[config.mk]
export PLATFORM = sky130hd
export DESIGN_NAME = dtps_top
export DESIGN_NICKNAME = d
export VERILOG_FILES = /design/src/shared/dtps_pkg.sv /design/src/hdl/dtps_top.sv /design/src/hdl/dtps_sync.sv
export VERILOG_INCLUDE_DIRS = /design/src /design/src/shared
export SDC_FILE = /design/constraint.sdc
export NUM_CORES = 1
export LEC_CHECK = 0
export BUFFER_PORTS_ARGS = -buffer_cell sky130_fd_sc_hd__buf_2
export CAP_MARGIN = 20
export CORE_AREA = 2 2 136 165
export DETAILED_ROUTE_END_ITERATION = 8
export DIE_AREA = 0 0 138 167
export HOLD_SLACK_MARGIN = 0.02
export PLACE_DENSITY = 0.95
export SLEW_MARGIN = 0
export SYNTH_ARGS = -nofsm -noshare
export SYNTH_HDL_FRONTEND = slang
export SYNTH_SLANG_ARGS = --single-unit
export TNS_END_PERCENT = 20
[constraint.sdc]
create_clock -name mclk_i -period 3.3 [get_ports mclk_i]
set_clock_uncertainty 0.05 [all_clocks]
set_input_delay 0.66 -clock mclk_i [delete_from_list [all_inputs] [get_ports mclk_i]]
set_output_delay 0.66 -clock mclk_i [all_outputs]
set_load 0.02 [all_outputs]
[src/shared/dtps_params.svh]
`ifndef DTPS_PARAMS_SVH
`define DTPS_PARAMS_SVH
`define DTPS_IR_W 4
`define DTPS_IR_EXTEST 4'h0
`define DTPS_IR_SAMPLE 4'h1
`define DTPS_IR_SCAN_N 4'h2
`define DTPS_IR_INTEST 4'hC
`define DTPS_IR_IDCODE 4'hE
`define DTPS_IR_BYPASS 4'hF
`define DTPS_IR_CAPTURE 4'h1
`define DTPS_BSR_W 97
`define DTPS_CHAIN_W 5
`define DTPS_CHAIN_DBG 5'h01
`define DTPS_CHAIN_PGM 5'h02
`define DTPS_CHAIN_TST 5'h00
`define DTPS_DBG_W 33
`define DTPS_PGM_W 38
`define DTPS_TST_W 32
`define DTPS_WORD_W 32
`define DTPS_ZERO32 32'h0000_0000
`endif

[src/shared/dtps_pkg.sv]
package dtps_pkg;
    typedef enum logic [3:0] {
        DTPS_RESET = 4'b0000,
        DTPS_IDLE = 4'b0001,
        DTPS_SEL_DR = 4'b0010,
        DTPS_CAP_DR = 4'b0011,
        DTPS_SH_DR = 4'b0100,
        DTPS_EX1_DR = 4'b0101,
        DTPS_PA_DR = 4'b0110,
        DTPS_EX2_DR = 4'b0111,
        DTPS_UP_DR = 4'b1000,
        DTPS_SEL_IR = 4'b1001,
        DTPS_CAP_IR = 4'b1010,
        DTPS_SH_IR = 4'b1011,
        DTPS_EX1_IR = 4'b1100,
        DTPS_PA_IR = 4'b1101,
        DTPS_EX2_IR = 4'b1110,
        DTPS_UP_IR = 4'b1111
    } dtps_tap_t;
endpackage : dtps_pkg

[src/hdl/dtps_top.sv]
// Function
// The board holds the factory test pin low; other levels are not used.
// Select low at reset routes the scan port to the emulation logic.
// Select high at reset runs the port as a plain boundary-scan port.
// The mode is latched at chip reset and never changes while running.
// Boundary-scan mode supports SAMPLE, EXTEST and BYPASS.
// Emulation mode answers an id request with a processor-specific code.
// Three internal scan chains are selected and shifted through the port.
// Halt mode injects a store-multiple and shifts the registers out.
// Monitor mode passes words to a monitor program without halting.
// Comm channel tx and rx flags become processor interrupt requests.
// A block control prevents the emulation side from reaching the system.
// A read-only 32-bit chip id gives version and configuration.
// The serial port has one DMA request line per direction.
// The controller samples mode and data on rising and drives out on falling.
`include "dtps_params.svh"
module dtps_top
    import dtps_pkg::*;
#(
    parameter logic [31:0] CHIP_ID = 32'h0A5A_0001, // arbitrary value
    parameter logic [31:0] CPU_ID = 32'h0C0D_0001 // arbitrary value
)(
    input wire logic mclk_i,
    input wire logic rst_i,
    input wire logic chip_reset_n_i,
    input wire logic factory_test_pin_i,
    input wire logic scan_port_select_i,
    input wire logic tck_i,
    input wire logic tms_i,
    input wire logic tdi_i,
    input wire logic ice_block_i,
    input wire logic comm_channel_tx_flag_i,
    input wire logic comm_channel_rx_flag_i,
    input wire logic [96:0] pin_in_i,
    input wire logic [31:0] cpu_reg_i,
    input wire logic cpu_reg_valid_i,
    input wire logic debug_serial_rx_i,
    input wire logic ser_tx_i,
    input wire logic ser_tx_empty_i,
    input wire logic ser_rx_full_i,
    output logic tdo_o,
    output logic tdo_oe_o,
    output logic emu_mode_o,
    output logic halt_req_o,
    output logic stm_inject_o,
    output logic [31:0] monitor_word_o,
    output logic monitor_word_valid_o,
    output logic sys_access_en_o,
    output logic comm_tx_irq_o,
    output logic comm_rx_irq_o,
    output logic [31:0] chip_id_o,
    output logic [96:0] bsr_out_o,
    output logic bsr_drive_o,
    output logic debug_serial_tx_o,
    output logic dma_tx_req_o,
    output logic dma_rx_req_o,
    output logic debug_serial_rx_o
);
    // ------------------------------------------------------------
    // Pin synchronisers
    // ------------------------------------------------------------
    logic s_tck, s_tms, s_tdi, s_sel, s_chip_reset_n;
    dtps_sync u_tck (.mclk_i(mclk_i), .rst_i(rst_i), .async_i(tck_i),
        .level_o(s_tck));
    dtps_sync u_tms (.mclk_i(mclk_i), .rst_i(rst_i), .async_i(tms_i),
        .level_o(s_tms));
    dtps_sync u_tdi (.mclk_i(mclk_i), .rst_i(rst_i), .async_i(tdi_i),
        .level_o(s_tdi));
    dtps_sync u_sel (.mclk_i(mclk_i), .rst_i(rst_i),
        .async_i(scan_port_select_i), .level_o(s_sel));
    dtps_sync u_rst (.mclk_i(mclk_i), .rst_i(rst_i),
        .async_i(chip_reset_n_i), .level_o(s_chip_reset_n));

    // ------------------------------------------------------------
    // State
    // ------------------------------------------------------------
    typedef struct packed {
        logic tck_d;
        logic chip_reset_n_d;
        logic emu;
        dtps_tap_t tap;
        logic [3:0] ir;
        logic [3:0] ir_sh;
        logic [4:0] chain;
        logic [96:0] dr;
        logic [96:0] bsr_up;
        logic bsr_drv;
        logic tdo;
        logic tdo_oe;
        logic halt;
        logic store_multiple_op;
        logic [31:0] mon;
        logic mon_v;
        logic acc;
        logic txi;
        logic rxi;
        logic ser;
        logic dtx;
        logic drx;
        logic drq;
        logic [31:0] cid;
    } dtps_top_t;
    dtps_top_t st;
    dtps_top_t next_st;
    logic rise;
    logic fall;
    logic [6:0] dr_msb;

    always_comb begin
        next_st = st;
        rise = s_tck & ~st.tck_d;
        fall = ~s_tck & st.tck_d;
        dr_msb = 7'd0;
        next_st.tck_d = s_tck;
        next_st.chip_reset_n_d = s_chip_reset_n;
        if (!s_chip_reset_n) begin
            next_st.tap = DTPS_RESET;
        end
        // The select is taken as chip reset ends: while reset is held its
        // sample may still be settling, so a glitch there cannot stick.
        if (s_chip_reset_n && !st.chip_reset_n_d) begin
            next_st.emu = ~s_sel; // see R2 see R3
        end
        // Select the serial length of the current data register.
        unique case (st.ir)
            `DTPS_IR_EXTEST, `DTPS_IR_SAMPLE: begin
                dr_msb = 7'(`DTPS_BSR_W - 1);
            end
            `DTPS_IR_SCAN_N: dr_msb = 7'(`DTPS_CHAIN_W - 1);
            `DTPS_IR_IDCODE: dr_msb = 7'(`DTPS_WORD_W - 1);
            `DTPS_IR_INTEST: begin
                dr_msb = (st.chain == `DTPS_CHAIN_DBG) ?
                    7'(`DTPS_DBG_W - 1) :
                    (st.chain == `DTPS_CHAIN_PGM) ? 7'(`DTPS_PGM_W - 1) :
                    7'(`DTPS_TST_W - 1);
            end
            default: dr_msb = 7'd0;
        endcase
        if (!st.emu && st.ir != `DTPS_IR_EXTEST &&
            st.ir != `DTPS_IR_SAMPLE && st.ir != `DTPS_IR_IDCODE) begin
            dr_msb = 7'd0;
        end
        next_st.store_multiple_op = 1'b0;
        next_st.mon_v = 1'b0;
        if (rise && s_chip_reset_n) begin
            unique case (st.tap)
                DTPS_RESET: next_st.tap = s_tms ? DTPS_RESET : DTPS_IDLE;
                DTPS_IDLE: next_st.tap = s_tms ? DTPS_SEL_DR : DTPS_IDLE;
                DTPS_SEL_DR: next_st.tap = s_tms ? DTPS_SEL_IR : DTPS_CAP_DR;
                DTPS_CAP_DR: next_st.tap = s_tms ? DTPS_EX1_DR : DTPS_SH_DR;
                DTPS_SH_DR: next_st.tap = s_tms ? DTPS_EX1_DR : DTPS_SH_DR;
                DTPS_EX1_DR: next_st.tap = s_tms ? DTPS_UP_DR : DTPS_PA_DR;
                DTPS_PA_DR: next_st.tap = s_tms ? DTPS_EX2_DR : DTPS_PA_DR;
                DTPS_EX2_DR: next_st.tap = s_tms ? DTPS_UP_DR : DTPS_SH_DR;
                DTPS_UP_DR: next_st.tap = s_tms ? DTPS_SEL_DR : DTPS_IDLE;
                DTPS_SEL_IR: next_st.tap = s_tms ? DTPS_RESET : DTPS_CAP_IR;
                DTPS_CAP_IR: next_st.tap = s_tms ? DTPS_EX1_IR : DTPS_SH_IR;
                DTPS_SH_IR: next_st.tap = s_tms ? DTPS_EX1_IR : DTPS_SH_IR;
                DTPS_EX1_IR: next_st.tap = s_tms ? DTPS_UP_IR : DTPS_PA_IR;
                DTPS_PA_IR: next_st.tap = s_tms ? DTPS_EX2_IR : DTPS_PA_IR;
                DTPS_EX2_IR: next_st.tap = s_tms ? DTPS_UP_IR : DTPS_SH_IR;
                DTPS_UP_IR: next_st.tap = s_tms ? DTPS_SEL_DR : DTPS_IDLE;
            endcase
            unique case (st.tap)
                DTPS_RESET: begin
                    next_st.ir = `DTPS_IR_IDCODE;
                    next_st.bsr_drv = 1'b0;
                end
                DTPS_CAP_IR: next_st.ir_sh = `DTPS_IR_CAPTURE;
                DTPS_SH_IR: next_st.ir_sh = {s_tdi, st.ir_sh[3:1]};
                DTPS_UP_IR: begin
                    next_st.ir = st.ir_sh;
                    next_st.bsr_drv = ~st.emu &&
                        st.ir_sh == `DTPS_IR_EXTEST;
                end
                DTPS_CAP_DR: begin
                    next_st.dr = '0;
                    if (st.ir == `DTPS_IR_IDCODE) begin
                        next_st.dr[31:0] = st.emu ? CPU_ID : CHIP_ID;
                    end else if (st.ir == `DTPS_IR_EXTEST ||
                        st.ir == `DTPS_IR_SAMPLE) begin
                        next_st.dr = pin_in_i;
                    end else if (st.ir == `DTPS_IR_INTEST && st.emu &&
                        cpu_reg_valid_i) begin
                        next_st.dr[31:0] = cpu_reg_i;
                    end
                end
                DTPS_SH_DR: begin
                    next_st.dr = {1'b0, st.dr[96:1]};
                    next_st.dr[dr_msb] = s_tdi;
                end
                DTPS_UP_DR: begin
                    if (st.ir == `DTPS_IR_EXTEST && !st.emu) begin
                        next_st.bsr_up = st.dr;
                    end
                    if (st.emu && st.ir == `DTPS_IR_SCAN_N) begin
                        next_st.chain = st.dr[`DTPS_CHAIN_W-1:0];
                    end
                    if (st.emu && st.ir == `DTPS_IR_INTEST &&
                        st.chain == `DTPS_CHAIN_DBG) begin
                        // Bit 32 requests halt; word is the pipe op.
                        next_st.halt = st.dr[`DTPS_WORD_W];
                        next_st.store_multiple_op = st.dr[`DTPS_WORD_W] & st.halt;
                        next_st.mon = st.dr[`DTPS_WORD_W-1:0];
                        next_st.mon_v = ~st.dr[`DTPS_WORD_W];
                    end
                end
                default: begin
                end
            endcase
        end
        if (fall) begin
            next_st.tdo_oe = st.tap == DTPS_SH_DR || st.tap == DTPS_SH_IR;
            next_st.tdo = (st.tap == DTPS_SH_IR) ? st.ir_sh[0] : st.dr[0];
        end
        // Blocking keeps a debugger from touching memory while the chip
        // stays runnable; the scan port itself keeps working.
        next_st.acc = st.emu & ~ice_block_i;
        next_st.txi = comm_channel_tx_flag_i;
        next_st.rxi = comm_channel_rx_flag_i;
        next_st.ser = ser_tx_empty_i;
        next_st.dtx = ser_tx_i;
        next_st.drx = debug_serial_rx_i;
        next_st.drq = ser_rx_full_i;
        next_st.cid = CHIP_ID;
        if (rst_i) begin
            next_st = '0;
            next_st.tap = DTPS_RESET;
            next_st.ir = `DTPS_IR_IDCODE;
            next_st.dtx = 1'b1;
            next_st.drx = 1'b1;
        end
    end

    always_ff @(posedge mclk_i) begin
        st <= next_st;
    end

    // ------------------------------------------------------------
    // Outputs
    // ------------------------------------------------------------
    assign tdo_o = st.tdo;
    assign tdo_oe_o = st.tdo_oe;
    assign emu_mode_o = st.emu;
    assign halt_req_o = st.halt;
    assign stm_inject_o = st.store_multiple_op;
    assign monitor_word_o = st.mon;
    assign monitor_word_valid_o = st.mon_v;
    assign sys_access_en_o = st.acc;
    assign comm_tx_irq_o = st.txi;
    assign comm_rx_irq_o = st.rxi;
    assign chip_id_o = st.cid;
    assign bsr_out_o = st.bsr_up;
    assign bsr_drive_o = st.bsr_drv;
    assign debug_serial_tx_o = st.dtx;
    assign dma_tx_req_o = st.ser;
    assign dma_rx_req_o = st.drq;
    assign debug_serial_rx_o = st.drx;
    // The factory test pin is only observed by test logic outside.
    logic unused_tst;
    assign unused_tst = factory_test_pin_i;
endmodule : dtps_top

[src/hdl/dtps_sync.sv]
`include "dtps_params.svh"
module dtps_sync
    import dtps_pkg::*;
(
    input wire logic mclk_i,
    input wire logic rst_i,
    input wire logic async_i,
    output logic level_o
);
    typedef struct packed {
        logic [2:0] pipe;
        logic level;
    } dtps_sync_t;
    dtps_sync_t st;
    dtps_sync_t next_st;
    always_comb begin
        next_st = st;
        next_st.pipe = {st.pipe[1:0], async_i};
        // Change accepted only when stages two and three agree.
        if (st.pipe[2] == st.pipe[1]) begin
            next_st.level = st.pipe[2];
        end
        if (rst_i) begin
            next_st = '0;
        end
    end
    always_ff @(posedge mclk_i) begin
        st <= next_st;
    end
    assign level_o = st.level;
endmodule : dtps_sync

==> run_results.csv <==
group,metric,value,unit
yosys,syn_area,12100,um^2
routing,avgRoutedWirePerCell,17.4,um
power,p_leak,0.00539,uW
setup_path,cp-start-kind,"flop",
routing,vias,10900,
power,p_switching,1460,uW
run_status,status,"completed",
setup_path,endpoint_kind,"flop",
clock_tree,htree_levels,1,
sta,fmax,365,MHz
floorplanning,dieHeight,167,um
sta,max_slew.worst_pin.slew,0.886,ns
sta,relSlewSlack,0.408,
final_layout,final_common_cell,"nand2_1",
routing,dr.pass1.iters,8,
final_layout,layout_common_cells,"nand2_1 (313), buf_2 (292), dfxtp_1 (280)",
clock_tree,clock_path_buffers,3,
power,pwr-share-clk,0.470,
setup_path,critPathRequiredTime,3.72,ns
placed_design,place_ws,0.635,ns
yosys,syn_inst,1467,
clock_tree,root_buffer,"clkbuf_16",
yosys,synth_edf_count,0,
sta,fin_ws,0.560,ns
placed_design,gp_congestion,0.902,
routing,final_antenna_net_count,0,
floorplanning,row_count,59,
sta,setup_viol_count_final,0,
clock_tree,cts_tree,"yes",
global_route,grt_usage,0.265,
final_layout,fin_nets,1706,
placed_design,dpl.hpwl,21300,um
clock_tree,worstSkewPairLatency,0.54,ns
power,switching_share,0.215,
placed_design,dp.cells,1803,
routing,viasPerCell,5.87,
power,comb_power_share,0.031,
yosys,synth.distinct_cells,57,
global_route,grt_pass1_vias,10400,
final_layout,fin_cells,1864,
clock_tree,cts_setup_buffers,0,
sta,timing_hold_violations_final,0,
routing,routed_wl,32500,um
global_route,grt_max_degree,123,
sta,rsz0062_at_grt,"false",
setup_path,cp_max_fo,32,
routing,drc,0,
floorplanning,coreArea,21400,um^2
yosys,ys_ff_latch,280,
global_route,antenna_found_initial,8,
clock_tree,clk_pin_slew,0.06,ns
sta,maxSlewViolCount,0,
sta,tns,0,ns
power,power_density,504,nW/um^2
clock_tree,cts_resized,0,
global_route,grt_pass1_wl,51500,um
power,ir_drop,0.435,mV
yosys,async_flop_share,0,
setup_path,critical_path_class,"reg -> reg",
final_layout,area_growth,11.8,%
floorplanning,ios,320,
yosys,synth-main-ff-cell,"dfxtp_1",
routing,drt_iter0_markers,1292,
flow_run,max-cap-violations,0,
clock_tree,ctsHoldBuffers,0,
floorplanning,die_w,138,um
setup_path,crit_arrival,3.16,ns
clock_tree,clkSinkCount,280,
final_layout,final_layout_size_suffix_gt1_frac,0.243,
sta,holdWs,0.257,ns
power,pwr-share-seq,0.499,
placed_design,numPortBuffers,293,
global_route,grt_overflow_total,0,
yosys,syn_area_per_cell,8.23,um^2
floorplanning,die_area,23000,um^2
power,internal-power,5350,uW
worst_hold_path,hold_class,"in -> reg",
clock_tree,numCtsBuffers,29,
final_layout,postLayoutCoreUtil,0.631,
sta,min_period,2.74,ns
yosys,ys_seq_area_frac,0.464,
yosys,yosysWarnings,0,
floorplanning,start_util,0.564,
sta,fin_crit_sh,0.830,
[logic make-up after synthesis]
group | count (synthesis) | share of synthesized area
and+or+nand+nor | 558 | 0.200
xor gates and xnor gates | 1 | 0.000725
muxes | 7 | 0.00632
AOI/OAI and AO/OA | 333 | 0.182
buffers and inverters | 287 | 0.146
DFF | 280 | 0.464
other | 1 | 0.000310
[per-layer routing]
| metal | part of all wire | up-vias | track usage |
|---|---|---|---|
| met4 | 0.052 | 2 | 0.150 |
| met1 | 0.39 | 5075 | 0.324 |
| li1 | - | 5068 | - |
| met2 | 0.48 | 648 | 0.443 |
| met5 | 0.00040 | - | 0 |
| met3 | 0.086 | 140 | 0.0463 |
[power groups by stage]
stage / combinational (uW) / sequential, uW / clock (uW)
6_report: 209 / 3400 / 3200
5_1_grt: 223 / 3400 / 3380
4_1_cts: 207 / 3400 / 3240
3_5_place_dp: 206 / 3470 / 0
3_3_place_gp: 205 / 3470 / 0
2_1_floorplan: 116 / 3480 / 0
[cell usage after synthesis (all sizes together), types with 2 or more instances]
cell type / count / area, um^2
nand2: 313 / 1170
dfxtp: 280 / 5610
buf: 211 / 1480
a21oi: 162 / 811
nor2: 105 / 397
a221oi: 88 / 771
nor3: 74 / 370
clkbuf: 67 / 251
a211oi: 23 / 173
nor2b: 22 / 145
o21ai: 21 / 105
o211ai: 10 / 75.1
a221o: 9 / 90.1
inv: 9 / 33.8
nand3: 8 / 40.0
mux2i: 5 / 50.1
or2: 5 / 31.3
nand2b: 4 / 25.0
nor3b: 4 / 30.0
nor4: 4 / 40.0
or3: 4 / 30.0
or4: 4 / 30.0
a211o: 3 / 26.3
a22oi: 3 / 27.5
a31oi: 3 / 18.8
and4b: 2 / 20.0
mux2: 2 / 26.3
nand4: 2 / 12.5
nand4b: 2 / 32.5
o22ai: 2 / 12.5
o32ai: 2 / 17.5
[metrics by stage]
stage / area [um^2] / total power, uW
final: 13500 / 6810
after global routing: 13500 / 7000
after CTS: 13500 / 6840
after detailed placement: 12500 / 3680
after global placement: 12500 / 3680
after floorplan: 12200 / 3590
[registers in the layout, indices dropped and copies added, names as in the netlist, 3 cells and up]
register	cells
u_tdi.st	3
u_sel.st	3
monitor_word_o	32
st	116
u_tck.st	3
u_tms.st	3
bsr_out_o	97
u_rst.st	3
[critical path, stage by stage, from the launching register on]
cell and delay, ns:
dfxtp_1 0.39, or3_4 0.46, nor2_4 0.72, buf_4 0.47, a21oi_1 0.16, a211o_1 0.31
a21oi_1 0.11
[final cells by class]
| type | count | area (um^2) |
|---|---|---|
| Multi-Input combinational cell | 924 | 4840 |
| Fill cell | 1689 | 7910 |
| Clock inverter | 10 | 86.3 |
| Tap cell | 274 | 343 |
| Sequential cell | 280 | 5610 |
| Inverter | 9 | 33.8 |
| Timing Repair Buffer | 317 | 1710 |
| Antenna cell | 7 | 17.5 |
| Clock buffer | 43 | 858 |
[path summary, 6_finish.rpt]
check | startpoint | end | slack [ns] | cells past startpoint
worst max-delay path | st[283] | st[206] | 0.56 | 6
worst min-delay path | debug_serial_rx_i | debug_serial_rx_o | 0.26 | 2
worst max register to register | st[283] | st[206] | 0.56 | 6
worst min register to register | u_rst.st[1] | u_rst.st[2] | 0.39 | 1
Note: power is estimated with default switching activity, not from simulation.
